$ cat src/ext_irq_pkg.sv
// Package for the external interrupt source select block.
// Assumes a single system clock; all users reference it by scoped name.
package ext_irq_pkg;

  // ----------------------------------------------------------------------
  // Sizes
  // ----------------------------------------------------------------------
  localparam int unsigned LINE_COUNT  = 16;
  localparam int unsigned GROUP_COUNT = 6;
  localparam int unsigned GROUP_PINS  = 16;
  localparam int unsigned ADDR_W      = 12;
  localparam int unsigned DATA_W      = 32;
  localparam int unsigned PORT_SEL_W  = 4;
  localparam int unsigned PIN_SEL_W   = 2;
  localparam int unsigned PIN_SLOT_W  = 4;

  // ----------------------------------------------------------------------
  // Register offsets (byte addresses)
  // ----------------------------------------------------------------------
  localparam logic [11:0] PORT_SEL_LOW_OFS  = 12'h400;
  localparam logic [11:0] PORT_SEL_HIGH_OFS = 12'h404;
  localparam logic [11:0] PIN_SEL_LOW_OFS   = 12'h408;
  localparam logic [11:0] PIN_SEL_HIGH_OFS  = 12'h40C;
  localparam logic [11:0] RISE_EN_OFS       = 12'h410;
  localparam logic [11:0] IRQ_STATUS_OFS    = 12'h420;
  localparam logic [11:0] IRQ_MASK_OFS      = 12'h424;

  // ----------------------------------------------------------------------
  // Reset values and field masks
  // ----------------------------------------------------------------------
  localparam logic [31:0] PORT_SEL_RESET = 32'h00000000;
  localparam logic [31:0] PIN_SEL_RESET  = 32'h32103210;
  localparam logic [31:0] PIN_SEL_MASK   = 32'h33333333;
  localparam logic [15:0] RISE_EN_RESET  = 16'h0000;
  localparam logic [15:0] IRQ_MASK_RESET = 16'h0000;

  // Port group codes; other codes have no group behind them
  localparam logic [3:0] GROUP_A_CODE = 4'h0;
  localparam logic [3:0] GROUP_B_CODE = 4'h1;
  localparam logic [3:0] GROUP_C_CODE = 4'h2;
  localparam logic [3:0] GROUP_D_CODE = 4'h3;
  localparam logic [3:0] GROUP_F_CODE = 4'h5;

  // Register bus request bundle
  typedef struct packed {
    logic [11:0] addr;
    logic [31:0] wdata;
    logic        wr;
    logic        rd;
  } reg_req_t;

endpackage : ext_irq_pkg

$ cat src/line_source_mux.sv
// One external interrupt line's source multiplexer.
// Assumes the pin bus is already synchronous to the system clock.
`timescale 1ns/1ps
`default_nettype none
module line_source_mux #(
  parameter int unsigned LINE = 0
) (
  input  wire logic [95:0] pins,      // Six groups of sixteen pins
  input  wire logic [3:0]  port_sel,  // Port group code
  input  wire logic [1:0]  pin_sel,   // Pin within group of four
  output logic             src        // Selected source level
);

  // ----------------------------------------------------------------------
  // Pin selection
  // ----------------------------------------------------------------------
  logic [3:0] pin_idx;
  assign pin_idx = {LINE[3:2], pin_sel};

  // Undefined group codes read as a quiet line rather than a stray pin
  always_comb begin
    case (port_sel)
      ext_irq_pkg::GROUP_A_CODE: src = pins[{3'h0, pin_idx}];
      ext_irq_pkg::GROUP_B_CODE: src = pins[7'h10 + {3'h0, pin_idx}];
      ext_irq_pkg::GROUP_C_CODE: src = pins[7'h20 + {3'h0, pin_idx}];
      ext_irq_pkg::GROUP_D_CODE: src = pins[7'h30 + {3'h0, pin_idx}];
      ext_irq_pkg::GROUP_F_CODE: src = pins[7'h50 + {3'h0, pin_idx}];
      default:                   src = 1'b0;
    endcase
  end

endmodule : line_source_mux
`default_nettype wire

$ cat src/rise_detect.sv
// Rising edge detector for the sixteen selected sources.
// Assumes synchronous inputs; one flop of history per line.
`timescale 1ns/1ps
`default_nettype none
module rise_detect #(
  parameter int unsigned WIDTH = 16
) (
  input  wire logic             clk_sys,  // System clock
  input  wire logic             rst_b,    // Async reset, active low
  input  wire logic [WIDTH-1:0] level,    // Current source levels
  output logic      [WIDTH-1:0] rose      // One-cycle rising pulses
);

  // ----------------------------------------------------------------------
  // History
  // ----------------------------------------------------------------------
  logic [WIDTH-1:0] prev;

  // Reset history low so a high source after reset reads as an edge
  always_ff @(posedge clk_sys or negedge rst_b) begin
    if (!rst_b) begin
      prev <= '0;
    end else begin
      prev <= level;
    end
  end

  assign rose = level & ~prev;

endmodule : rise_detect
`default_nettype wire

$ cat src/ext_irq_source_select.sv
// External interrupt source select: maps sixteen lines onto port pins.
// Assumes synchronous pin inputs and a single-cycle register master.
//
// Implementation choice: strobed register access.
`timescale 1ns/1ps
`default_nettype none
module ext_irq_source_select #(
  parameter int unsigned LINES = 16
) (
  input  wire logic        clk_sys,   // System clock, 50 MHz
  input  wire logic        rst_b,     // Async reset, active low
  input  wire logic [11:0] reg_addr,  // Register byte address
  input  wire logic [31:0] reg_wdata, // Write data
  input  wire logic        reg_wr,    // Write strobe
  input  wire logic        reg_rd,    // Read strobe
  output logic      [31:0] reg_rdata, // Read data, cycle after strobe
  input  wire logic [95:0] pins,      // Groups A..F, sixteen pins each
  output logic [LINES-1:0] line_src,  // Selected source per line
  output logic             irq        // Level interrupt request
);

  // ----------------------------------------------------------------------
  // Request bundle
  // ----------------------------------------------------------------------
  ext_irq_pkg::reg_req_t req;
  assign req = '{addr: reg_addr, wdata: reg_wdata,
                 wr: reg_wr, rd: reg_rd};

  // ----------------------------------------------------------------------
  // Registers
  // ----------------------------------------------------------------------
  logic [31:0]      port_sel_low;
  logic [31:0]      port_sel_high;
  logic [31:0]      pin_sel_low;
  logic [31:0]      pin_sel_high;
  logic [15:0]      rising_edge_enables;
  logic [15:0]      irq_status;
  logic [15:0]      irq_mask;
  logic [LINES-1:0] src_now;
  logic [LINES-1:0] rose;

  // Port codes: both halves reset to group A
  always_ff @(posedge clk_sys or negedge rst_b) begin
    if (!rst_b) begin
      port_sel_low  <= ext_irq_pkg::PORT_SEL_RESET;
      port_sel_high <= ext_irq_pkg::PORT_SEL_RESET;
    end else if (req.wr) begin
      if (req.addr == ext_irq_pkg::PORT_SEL_LOW_OFS) begin
        port_sel_low <= req.wdata;
      end
      if (req.addr == ext_irq_pkg::PORT_SEL_HIGH_OFS) begin
        port_sel_high <= req.wdata;
      end
    end
  end

  // Pin codes: spare bits are never stored so they always read zero
  always_ff @(posedge clk_sys or negedge rst_b) begin
    if (!rst_b) begin
      pin_sel_low  <= ext_irq_pkg::PIN_SEL_RESET;
      pin_sel_high <= ext_irq_pkg::PIN_SEL_RESET;
    end else if (req.wr) begin
      if (req.addr == ext_irq_pkg::PIN_SEL_LOW_OFS) begin
        pin_sel_low <= req.wdata & ext_irq_pkg::PIN_SEL_MASK;
      end
      if (req.addr == ext_irq_pkg::PIN_SEL_HIGH_OFS) begin
        pin_sel_high <= req.wdata & ext_irq_pkg::PIN_SEL_MASK;
      end
    end
  end

  // Edge enables and interrupt mask
  always_ff @(posedge clk_sys or negedge rst_b) begin
    if (!rst_b) begin
      rising_edge_enables <= ext_irq_pkg::RISE_EN_RESET;
      irq_mask            <= ext_irq_pkg::IRQ_MASK_RESET;
    end else if (req.wr) begin
      if (req.addr == ext_irq_pkg::RISE_EN_OFS) begin
        rising_edge_enables <= req.wdata[15:0];
      end
      if (req.addr == ext_irq_pkg::IRQ_MASK_OFS) begin
        irq_mask <= req.wdata[15:0];
      end
    end
  end

  // ----------------------------------------------------------------------
  // Source selection per line
  // ----------------------------------------------------------------------
  logic [31:0] port_all [0:1];
  logic [31:0] pin_all  [0:1];
  assign port_all[0] = port_sel_low;
  assign port_all[1] = port_sel_high;
  assign pin_all[0]  = pin_sel_low;
  assign pin_all[1]  = pin_sel_high;

  genvar g;
  generate
    for (g = 0; g < LINES; g++) begin : g_line
      // Four bits per line; pin code in the low half of each nibble
      line_source_mux #(
        .LINE     (g)
      ) u_mux (
        .pins     (pins),
        .port_sel (port_all[g/8][(g%8)*4 +: 4]),
        .pin_sel  (pin_all[g/8][(g%8)*4 +: 2]),
        .src      (src_now[g])
      );
    end
  endgenerate

  rise_detect #(
    .WIDTH   (LINES)
  ) u_rise (
    .clk_sys (clk_sys),
    .rst_b   (rst_b),
    .level   (src_now),
    .rose    (rose)
  );

  // ----------------------------------------------------------------------
  // Interrupt status
  // ----------------------------------------------------------------------
  logic [15:0] clr_bits;
  logic [15:0] set_bits;
  assign clr_bits = (req.wr && req.addr == ext_irq_pkg::IRQ_STATUS_OFS) ?
                    req.wdata[15:0] : 16'h0000;
  assign set_bits = rose & rising_edge_enables;

  // Set wins over a same-cycle write-one clear
  always_ff @(posedge clk_sys or negedge rst_b) begin
    if (!rst_b) begin
      irq_status <= 16'h0000;
    end else begin
      irq_status <= (irq_status & ~clr_bits) | set_bits;
    end
  end

  // Registered outputs; irq trails the status bit by one cycle
  always_ff @(posedge clk_sys or negedge rst_b) begin
    if (!rst_b) begin
      irq      <= 1'b0;
      line_src <= '0;
    end else begin
      irq      <= |(irq_status & irq_mask);
      line_src <= src_now;
    end
  end

  // ----------------------------------------------------------------------
  // Read path
  // ----------------------------------------------------------------------
  // Unmapped addresses and idle cycles read zero
  always_ff @(posedge clk_sys or negedge rst_b) begin
    if (!rst_b) begin
      reg_rdata <= 32'h00000000;
    end else if (req.rd) begin
      case (req.addr)
        ext_irq_pkg::PORT_SEL_LOW_OFS:  reg_rdata <= port_sel_low;
        ext_irq_pkg::PORT_SEL_HIGH_OFS: reg_rdata <= port_sel_high;
        ext_irq_pkg::PIN_SEL_LOW_OFS:   reg_rdata <= pin_sel_low;
        ext_irq_pkg::PIN_SEL_HIGH_OFS:  reg_rdata <= pin_sel_high;
        ext_irq_pkg::RISE_EN_OFS:       reg_rdata <= {16'h0000,
                                                      rising_edge_enables};
        ext_irq_pkg::IRQ_STATUS_OFS:    reg_rdata <= {16'h0000, irq_status};
        ext_irq_pkg::IRQ_MASK_OFS:      reg_rdata <= {16'h0000, irq_mask};
        default:                        reg_rdata <= 32'h00000000;
      endcase
    end else begin
      reg_rdata <= 32'h00000000;
    end
  end

endmodule : ext_irq_source_select
`default_nettype wire

$ cat config.mk
export PLATFORM = sky130hd
export DESIGN_NAME = ext_irq_source_select
export DESIGN_NICKNAME = d
export VERILOG_FILES = /design/src/ext_irq_pkg.sv /design/src/line_source_mux.sv /design/src/rise_detect.sv /design/src/ext_irq_source_select.sv
export SDC_FILE = /design/constraint.sdc
export NUM_CORES = 1
export LEC_CHECK = 0
export BUFFER_PORTS_ARGS = -buffer_cell sky130_fd_sc_hd__buf_2
export CORE_ASPECT_RATIO = 0.5
export CORE_MARGIN = 8
export CORE_UTILIZATION = 57
export CTS_CLUSTER_DIAMETER = 120
export CTS_CLUSTER_SIZE = 20
export DETAILED_ROUTE_END_ITERATION = 7
export PLACE_DENSITY = 0.85
export SLEW_MARGIN = 15
export SYNTH_ARGS = -nofsm -noshare
export SYNTH_HDL_FRONTEND = slang
export SYNTH_SLANG_ARGS = --single-unit
$ cat constraint.sdc
create_clock -name clk_sys -period 2.5 [get_ports clk_sys]
set_clock_uncertainty 0.1 [all_clocks]
set_input_delay 0 -clock clk_sys [delete_from_list [all_inputs] [get_ports clk_sys]]
set_output_delay 0 -clock clk_sys [all_outputs]
set_load 0.02 [all_outputs]
# Yosys cells after proc, flatten, opt, wreduce, memory -nomap -nowiden
# Index checks and enable logic that the tools add are counted.
dict set report totals {
  ram_bits 0
  latch_bits 0
  register_bits 193
  romBits 0
  elab_cells 435
  out_inout_bits 49
  input_bits 144
  mem_count 0
}
dict set report op_classes {
  reduce_logical 24
  multipliers 0
  addsub 64
  eq_ne 71
  bitwise_logic 7
  n_div 0
  mux 179
  order_cmp 80
  shift 0
}
# op n
set op_table {}
lappend op_table {{$lt A7 B8 Y1 const B} 64}
lappend op_table {{$bmux W1 S7} 64}
lappend op_table {{$pmux W32 S7} 1}
lappend op_table {{$eq A4 B2 Y1 const B} 32}
lappend op_table {{$add A6 B4 Y7 const A} 16}
lappend op_table {{$eq A12 B11 Y1 const B} 7}
lappend op_table {{$mux W1} 80}
lappend op_table {{$pmux W1 S5} 16}
lappend op_table {{$and A16 B16 Y16} 4}
lappend op_table {{$eq A4 B1 Y1 const B} 16}
lappend op_table {{$eq A4 B3 Y1 const B} 16}
lappend op_table {{$logic_not A4 Y1} 16}
lappend op_table {{$lt A4 B8 Y1 const B} 8}
lappend op_table {{$add A6 B2 Y7 const A} 8}
lappend op_table {{$add A6 B3 Y7 const A} 8}
lappend op_table {{$add A7 B4 Y7 const A} 8}
lappend op_table {{$add A5 B4 Y6 const A} 8}
lappend op_table {{$bmux W1 S2} 16}
lappend op_table {{$lt A2 B8 Y1 const B} 4}
lappend op_table {{$lt A3 B8 Y1 const B} 4}
lappend op_table {{$mux W32} 1}
lappend op_table {{$not A16 Y16} 2}
lappend op_table {{$add A7 B2 Y7 const A} 4}
lappend op_table {{$add A7 B3 Y7 const A} 4}
lappend op_table {{other kinds (7)} 18}

# Longest topological paths before layout
# Gate-level depths: netlist (run 1).
dict set report depth {
  depth_word 7
  mapped_depth 9
  depth_no_buf 5
}

# Cells and area by module
# A second synthesis (run 1) with hierarchy kept.
dict set report unflattened {
  hier_cells 863
  area_unflattened_um2 11972.7
}
# mod cells_each seq_area_each_um2 area_per_inst_um2 n_inst
set by_module_without_submodules {}
lappend by_module_without_submodules {ext_irq_source_select 575 4849.7 8229.1 1}
lappend by_module_without_submodules {line_source_mux 16 0.0 195.2 16}
lappend by_module_without_submodules {rise_detect 32 400.4 620.6 1}

# Worst setup path after synthesis (run 1)
# OpenSTA, ideal clock, no wires.
dict set report synth_path {
  kind {reg-to-reg}
  startpoint {reg pin_sel_low[12]}
  endpoint {reg irq_status[3]}
  period_less_slack_ns 2.203
  setup_slack_ns 0.297
  required_time_ns 2.278
  path_buffers 1
  stages_incl_launch_ff 7
  arrival_time_ns 1.981
  setup_time_ns 0.122
  path_cell_list {dfstp_2 clkbuf_1 mux4_2 mux2i_1 nor4_1 a31o_2 a32o_1}
}
dict set report synth_via {
  elab_chain_cells 7
  word_cells_on_any_way 18
  classes_between {add/sub: 4; mux: 11; bitwise: 3}
}
# item line
set synth_rtl {}
lappend synth_rtl {{start, declared} ext_irq_source_select.sv:34} ;# logic [31:0] pin_sel_low;
lappend synth_rtl {{start signal, assigned} ext_irq_source_select.sv:60} ;# pin_sel_low <= ext_irq_pkg::PIN_SEL_RESET;
lappend synth_rtl {{start signal, assigned} ext_irq_source_select.sv:64} ;# pin_sel_low <= req.wdata & ext_irq_pkg::PIN_SEL_MASK;
lappend synth_rtl {{$add A7 B2 Y7 (tied with other cells)} line_source_mux.sv:27} ;# ext_irq_pkg::GROUP_F_CODE: src = pins[7'h50 + {3'h0, pin_idx}];
lappend synth_rtl {{$bmux W1 S7, on equally long branches} --}
lappend synth_rtl {{$mux W1, on equally long branches} --}
lappend synth_rtl {{$pmux W1 S5 *} line_source_mux.sv:22} ;# case (port_sel)
lappend synth_rtl {{net g_line[3].u_mux.src} line_source_mux.sv:11} ;# output logic src
lappend synth_rtl {{$and A16 B16 Y16 *} rise_detect.sv:28} ;# assign rose = level & ~prev;
lappend synth_rtl {{$and A16 B16 Y16 *} ext_irq_source_select.sv:128} ;# assign set_bits = rose & rising_edge_enables;
lappend synth_rtl {{$or A16 B16 Y16 *} ext_irq_source_select.sv:135} ;# irq_status <= (irq_status & ~clr_bits) | set_bits;
lappend synth_rtl {{end signal, assigned} ext_irq_source_select.sv:135}
lappend synth_rtl {{end, declared} ext_irq_source_select.sv:37} ;# logic [15:0] irq_status;
# Mark *: on every way through the listed nets, which the timed path passes. The rest lies on a longest branch. The select of a mux whose other input is x is not followed.
# A chain may end at the register's enable or synchronous reset.

# Worst setup path after layout (run 1)
dict set report layout_path {
  startpoint {in reg_addr[9]}
  endpoint {reg rising_edge_enables[14]}
}
dict set report layout_via {
  elab_chain_cells 2
}
# item line
set layout_rtl {}
lappend layout_rtl {{start, declared} ext_irq_source_select.sv:12} ;# input wire logic [11:0] reg_addr,
lappend layout_rtl {{$eq A12 B11 Y1} ext_irq_source_select.sv:78} ;# if (req.addr == ext_irq_pkg::RISE_EN_OFS) begin
lappend layout_rtl {{$reduce_and A2 Y1 (no source line)} --}
lappend layout_rtl {{end signal, assigned} ext_irq_source_select.sv:75} ;# rising_edge_enables <= ext_irq_pkg::RISE_EN_RESET;
lappend layout_rtl {{end signal, assigned} ext_irq_source_select.sv:79} ;# rising_edge_enables <= req.wdata[15:0];
lappend layout_rtl {{end, declared} ext_irq_source_select.sv:36} ;# logic [15:0] rising_edge_enables;
# No other way between the ends.

==> results of run 1 <==
routing by layer:
layer	part of all wire (%)	routed length [um]	global-route usage [%]
met5	0	0	0
met1	40	14400	37.1
met3	9.2	3280	6.31
met2	48	17000	46.3
met4	2.4	845	9.75
cell type report:
cell class	instances	area, um2
inverter	32	120
tap	266	333
multi-input combinational	652	6040
clock inverter	13	143
timing repair buffer	241	1510
clock buffer	19	453
sequential	193	4850
antenna	1	2.50
fill	1457	6050
worst min-delay path by stage:
| stage | slack, ps | endpoint | startpoint |
|---|---|---|---|
| 2_1_floorplan | -400 | irq$_DFF_PN0_ | rst_b |
| 3_3_place_gp | -30 | port_sel_low[26]$_DFFE_PN0P_ | rst_b |
| 3_5_place_dp | -30 | port_sel_high[26]$_DFFE_PN0P_ | rst_b |
| 4_1_cts | 10 | reg_rdata[1]$_DFF_PN0_ | reg_addr[1] |
| 5_1_grt | 40 | reg_rdata[1]$_DFF_PN0_ | reg_addr[1] |
| 6_report | 50 | port_sel_high[26]$_DFFE_PN0P_ | rst_b |
Yosys cell counts, types with 9 or more instances:
cell and count:
nor2b_1 9, a22oi_1 21, o22ai_1 11, dfstp_2 16
mux4_2 50, o21ai_0 32, dfrtp_1 177, o41ai_1 9
mux2i_1 64, mux2_2 115, nand2_1 40, a211oi_1 12
nor3b_1 9, inv_1 32, nand2b_1 16, o21ai_1 9
buf_2 17, mux2_1 40, a21oi_1 16, clkbuf_1 36
nor2_1 36, nor3_1 13
what timing repair did:
item / in CTS / in global routing
buffers inserted: 0 / 0
gates resized for setup: 0 / 1
endpoints found under the setup margin: 0 / 1
hold buffers: 39 / 0
endpoints found under the hold margin: 265 / 0
metrics by stage:
| step | cell area (um2) | setup WS [ps] | utilization [%] | total power (W) | hold WS [ps] |
|---|---|---|---|---|---|
| floorplan | 11400 | 297 | - | 0.00349 | -396 |
| global placement | 12500 | 315 | 63.9 | 0.00382 | -27.2 |
| detailed placement | 12500 | 245 | 63.9 | 0.00383 | -26.4 |
| CTS | 13400 | 195 | 69.0 | 0.00663 | 11.8 |
| global route | 13500 | 115 | 69.0 | 0.00680 | 38.9 |
| finish | 13500 | 162 | 69.0 | 0.00662 | 48.1 |
cells by family (layout without fill, tap and decap cells):
logic type	Yosys count	after routing
buffers and inverters	104	305
AOI/OAI and AO/OA	176	176
DFF	193	193
muxes	269	269
other	0	1
and+or+nand+nor	207	207
critical path: stages:
cell	delay, ps
dlygate4sd3_1	550
buf_2	140
or4b_4	600
nor3_4	280
nand4_4	480
mux2_1	500
power by group:
group / switching [W] / internal (W) / total, W
registers: 0.0000373 / 0.00315 / 0.00319
logic: 0.000355 / 0.000293 / 0.000647
clock network: 0.00132 / 0.00147 / 0.00279
placed cells by master (no fill, tap or decap), types with 8 or more instances in the layout:
cell type and instances:
nor3_1 13, clkbuf_16 17, buf_4 23, a211oi_1 12, dfrtp_1 177, and3_1 8, nand2b_1 16, o22ai_1 11
a21oi_1 16, and4b_1 8, dfstp_2 16, nor2b_1 9, a22oi_1 21, o22a_1 8, mux2_2 115, a2111oi_0 8
inv_1 32, dlygate4sd3_1 39, mux2_1 40, buf_2 175, nor2_1 36, nand3b_1 8, o21ai_0 32, o2bb2ai_1 8
nor3b_1 9, nor4b_1 8, mux4_2 50, o41ai_1 9, mux2i_1 64, nand2_1 40, o21ai_1 9
registers in the layout (all words and copies together), names as in the netlist:
| name | cells |
|---|---|
| irq | 1 |
| pin_sel_low | 16 |
| irq_mask | 16 |
| port_sel_low | 32 |
| pin_sel_high | 16 |
| rising_edge_enables | 16 |
| u_rise.prev | 16 |
| irq_status | 16 |
| port_sel_high | 32 |
| reg_rdata | 32 |
==> run summary, run 1 <==
RR Startpoint -> pin_sel_high[12]$_DFFE_PN1P_
Worst slew pin tran -> 719 ps
Finished Layout Cells -> 1,417
Antenna Nets Post-Route -> 0
Inserted Clock Buffers -> 17
Largest family of logic cells by synthesized area -> multiplexers
Vias after detailed routing -> 9,388
Post-synth top flop -> dfrtp_1
CTS tree -> done
Worst Setup SP -> reg_addr[9]
Number of clock sinks -> 193
Number of synthesized flops with an enable pin -> 0
Element type at the critical path end -> register
Worst hold path class -> input port to asynchronous set/reset pin
CP Capture Point -> rising_edge_enables[14]$_DFFE_PN0P_
Worst IR Drop VDD -> 436 uV
Port Buffers -> 176
Asr flop ratio synth -> 100%
Mean Syn Cell Area -> 12.0 um2
Skew-Pair Late Insertion Delay -> 450 ps
Post-Place Cells -> 1,345
Synth area leaders -> dfrtp_1 (39%), mux2_2 (11%), mux4_2 (9.9%), mux2i_1 (5.6%), mux2_1 (4.0%)
Vias/cell -> 6.63
RR Endpoint -> irq_status[11]$_DFF_PN0_
Setup TNS -> 0 ps
Leak -> 5.84 nW
R2R Setup Slk -> 200 ps
Die height -> 116 um
RSZ-0062 raised after global routing -> false
Gate Count Post-Synth -> 949
Status -> finished clean
Max FO, Critical Path -> 25
Initial Util -> 58.3%
Ys Warns -> 0
Placeable Area -> 19,500 um2
Vias in the first global route -> 9,575
DIE AREA -> 25,000 um2
Max-slew headroom -> 51.7%
Row count -> 36
Cell variety after synth -> 65
Post-Synth Adder-Cell Area -> 0%
Startpoint types -> input port
Clock-pin slew on the worst setup and hold paths -> 70 ps
Worst r2r path cells -> 5
Clk buf depth -> 2
1st-iter DRT viols -> 944
Largest area contributor in the netlist -> dfrtp_1
Final Hold Viols -> 0
DRC Markers -> 0
GPL Wtd Cong -> 0.943
Final setup violation count -> 0
Per-cell routed wire length -> 25.1 um
PD cells -> 492 nW/um2
XOR/XNOR Fraction of Synth Area -> 0%
Die W -> 216 um
Multiplexer share of the synthesized area -> 30.9%
Yosys reg bits -> 193
Synth Area in Compound Gates -> 11.1%
Root Driver -> clkbuf_16
Total Wirelength -> 35,500 um
Largest net degree at the start of global routing -> 80
CP arrival -> 2570 ps
Synth top area share -> 39.0%
Top Ports -> 193
DRT Pass-1 Iters -> 5
Layout cells sized above 1 -> 38.3%
Worst endpoint required time -> 2730 ps
Tcrit/Tclk final -> 93.5%
Syn nets -> 1,093
Layout area overhead -> 18.3%
GR Overflow Total -> 0
Hpwl dp -> 26,100 um
Initial antenna violation count -> 0
Tmin final -> 2340 ps
First-pass GRT wire length -> 55,100 um
Max Clk Rate -> 428 MHz
Max-cap violations -> 0
Slew Viols, Final -> 0
Htree depth -> 4
Mapped Area -> 11,400 um2
WS Path Type -> input port to register
Sequential area share after synthesis -> 42.6%
Simple-Gate Fraction of Synth Area -> 11.1%
Final nets -> 1,281
Total global-route track usage -> 28.2%
(Power assumes the default switching activity.)
==> run 2: changes to the inputs <==
Settings changed: BUFFER_PORTS_ARGS -buffer_cell sky130_fd_sc_hd__buf_2 to not set, CORE_UTILIZATION 57 to 60, DONT_BUFFER_PORTS set to 1, PLACE_DENSITY 0.85 to 0.8, RECOVER_POWER set to 25.
==> run 2 against run 1 <==
The flow now finishes with violations (negative hold slack). Sequential power is essentially flat. Utilization fell by 0.059 points. Wire length increased by 0.60%. Non-clock buffer count fell by 164. Via count fell by 3.4%. Clock-buffer cell count up 1. Global-route usage up 0.77 points. Sequential share of layout area increased by 2.0 points. Die area is 4.5% lower. Setup slack got worse by 150 ps. Largest cell class unchanged.
==> run summary, run 2 (synthesis results as in run 1) <==
GPL Wtd Cong -> 0.940 (was 0.943)
Slew Viols, Final -> 0 (unchanged)
Inserted Clock Buffers -> 17 (unchanged)
Port Buffers -> 0 (was 176)
Setup TNS -> 0 ps (unchanged)
Clk buf depth -> 2 (unchanged)
Per-cell routed wire length -> 28.6 um (was 25.1 um)
1st-iter DRT viols -> 1,379 (was 944)
Max-cap violations -> 0 (unchanged)
Die height -> 113 um (was 116 um)
Vias/cell -> 7.26 (was 6.63)
Max FO, Critical Path -> 13 (was 25)
Commonest non-fill, non-tap cell in the layout -> dfrtp_1 (unchanged)
Leak -> 5.17 nW (was 5.84 nW)
CP top delay family -> buffers and inverters (was simple AND/OR/NAND/NOR gates)
Critical path cell sequence -> dlygate4sd3_1 > nor3_2 > nand4_4 > mux2_1 > dlygate4sd3_1 (was dlygate4sd3_1 > buf_2 > or4b_4 > nor3_4 > nand4_4 > mux2_1)
Pre-CTS setup slack -> 291 ps (was 245 ps)
Total Wirelength -> 35,700 um (was 35,500 um)
Root Driver -> clkbuf_16 (unchanged)
Worst IR Drop VDD -> 554 uV (was 436 uV)
Skew-Pair Late Insertion Delay -> 440 ps (was 450 ps)
WS Path Type -> input port to register (unchanged)
Dpl cell area -> 11,500 um2 (was 12,500 um2)
Final Hold Viols -> 194 (was 0)
DIE AREA -> 23,900 um2 (was 25,000 um2)
Total global-route track usage -> 29.0% (was 28.2%)
Hpwl dp -> 24,800 um (was 26,100 um)
GR Overflow Total -> 0 (unchanged)
First-pass GRT wire length -> 53,500 um (was 55,100 um)
Htree depth -> 4 (unchanged)
CTS tree -> done (unchanged)
Status -> finished with violations (was finished clean)
Failing checks -> negative hold slack
Final nets -> 1,118 (was 1,281)
Vias after detailed routing -> 9,065 (was 9,388)
Layout area overhead -> 12.0% (was 18.3%)
Worst slew pin tran -> 878 ps (was 719 ps)
Tmin final -> 2480 ps (was 2340 ps)
Layout cells sized above 1 -> 26.0% (was 38.3%)
Die W -> 211 um (was 216 um)
DRC Markers -> 0 (unchanged)
PD cells -> 516 nW/um2 (was 492 nW/um2)
Finished Layout Cells -> 1,248 (was 1,417)
Number of clock sinks -> 193 (unchanged)
Tcrit/Tclk final -> 99.4% (was 93.5%)
Levels on crit path -> 5 (was 6)
Antenna Nets Post-Route -> 0 (unchanged)
Worst stage delay on the critical path -> 680 ps (was 600 ps)
Initial antenna violation count -> 2 (was 0)
DRT Pass-1 Iters -> 6 (was 5)
Most frequent cells in the layout -> dfrtp_1 (177), mux2_2 (115), mux2i_1 (64) (was dfrtp_1 (177), buf_2 (175), mux2_2 (115))
Final setup violation count -> 0 (unchanged)
Placeable Area -> 18,500 um2 (was 19,500 um2)
Worst r2r path cells -> 5 (unchanged)
Final instance area -> 12,700 um2 (was 13,500 um2)
Initial Util -> 61.5% (was 58.3%)
Top Registers -> port_sel_high x32, port_sel_low x32, reg_rdata x32 (unchanged)
CP Buf/Inv Count -> 2 (unchanged)
Hold slack -> -842 ps (was 48.1 ps)
Largest net degree at the start of global routing -> 194 (was 80)
CP arrival -> 2690 ps (was 2570 ps)
Max-slew headroom -> 41.5% (was 51.7%)
Post-Place Cells -> 1,154 (was 1,345)
Clock-pin slew on the worst setup and hold paths -> 70 ps (about the same)
Element type at the critical path end -> register (unchanged)
Worst endpoint required time -> 2710 ps (was 2730 ps)
Worst hold path class -> input port to asynchronous set/reset pin (unchanged)
Critical Path Slowest Stage Cell -> nor3_2 (was or4b_4)
Row count -> 35 (was 36)
Max Clk Rate -> 402 MHz (was 428 MHz)
Setup ws final -> 15.3 ps (was 162 ps)
Startpoint types -> input port (unchanged)
CP most frequent cell -> dlygate4sd3_1
Vias in the first global route -> 8,838 (was 9,575)
Top Ports -> 193 (unchanged)
-- run 2: cell count changes in the layout (fill, tap and decap cells not counted), moves of 2 or more --
| cell | previous run | this run |
|---|---|---|
| bufinv_16 | 1 | 4 |
| dlygate4sd3_1 | 39 | 56 |
| clkbuf_1 | 0 | 2 |
| buf_4 | 23 | 17 |
| clkbuf_8 | 3 | 1 |
| buf_2 | 175 | 0 |
| clkinv_2 | 1 | 3 |
| clkinv_4 | 3 | 1 |
| inv_8 | 5 | 0 |
-- run 2: power by group --
part | leakage (nW) | switching, W | internal, W | total, W
clock | 0.305 | 0.00125 | 0.00171 | 0.00296
sequential | 2.57 | 0.0000565 | 0.00315 | 0.00321
combinational | 2.29 | 0.000177 | 0.000225 | 0.000402
total | 5.17 | 0.00148 | 0.00509 | 0.00657
-- run 2: layer usage --
layer	share of wire (%)	global-route usage, %	up-vias
li1	-	-	3703
met2	47	46.2	666
met3	13	9.88	132
met1	37	37.0	4564
met4	3.2	9.55	0
met5	0	0	-
-- run 2: worst register-to-register path, stage by stage, from the launching register on --
cell	delay, ps
dfstp_2	690
mux4_2	550
mux2i_1	210
nor4_1	70
a31o_2	260
a32o_1	260
-- run 2: layout make-up --
class	instances	area, um2
diodes	2	5.00
clock buffers	20	447
clock inverters	12	178
fillers	1290	5740
inverters	32	120
multi-input cells	653	6050
flip-flops and latches	193	4850
well taps	259	324
repair buffers	77	761
-- run 2: stage by stage --
step | power [W] | util, %
after global routing | 0.00673 | 68.9
after floorplan | 0.00349 | -
after CTS | 0.00654 | 68.4
after global placement | 0.00352 | 62.1
final | 0.00657 | 68.9
after detailed placement | 0.00353 | 62.1
-- run 2: repair_timing --
item                                    in CTS  in global routing
endpoints found under the hold margin      363                211
gates resized for setup                      0                  2
hold buffers                                53                  5
buffers inserted                             0                  1
endpoints found under the setup margin       0                 17
-- run 2: worst paths after layout --
check                                             start                                   to  slack (ps)
max                                         reg_addr[7]  rising_edge_enables[14]$_DFFE_PN0P_          20
min                                               rst_b         port_sel_low[25]$_DFFE_PN0P_        -840
max reg2reg                pin_sel_high[12]$_DFFE_PN1P_             irq_status[11]$_DFF_PN0_         240
min reg2reg                port_sel_low[27]$_DFFE_PN0P_             u_rise.prev[6]$_DFF_PN0_         390
max in group asynchronous                         rst_b          pin_sel_low[12]$_DFFE_PN1P_        2800
min in group clk_sys                        reg_addr[5]               reg_rdata[0]$_DFF_PN0_         -10
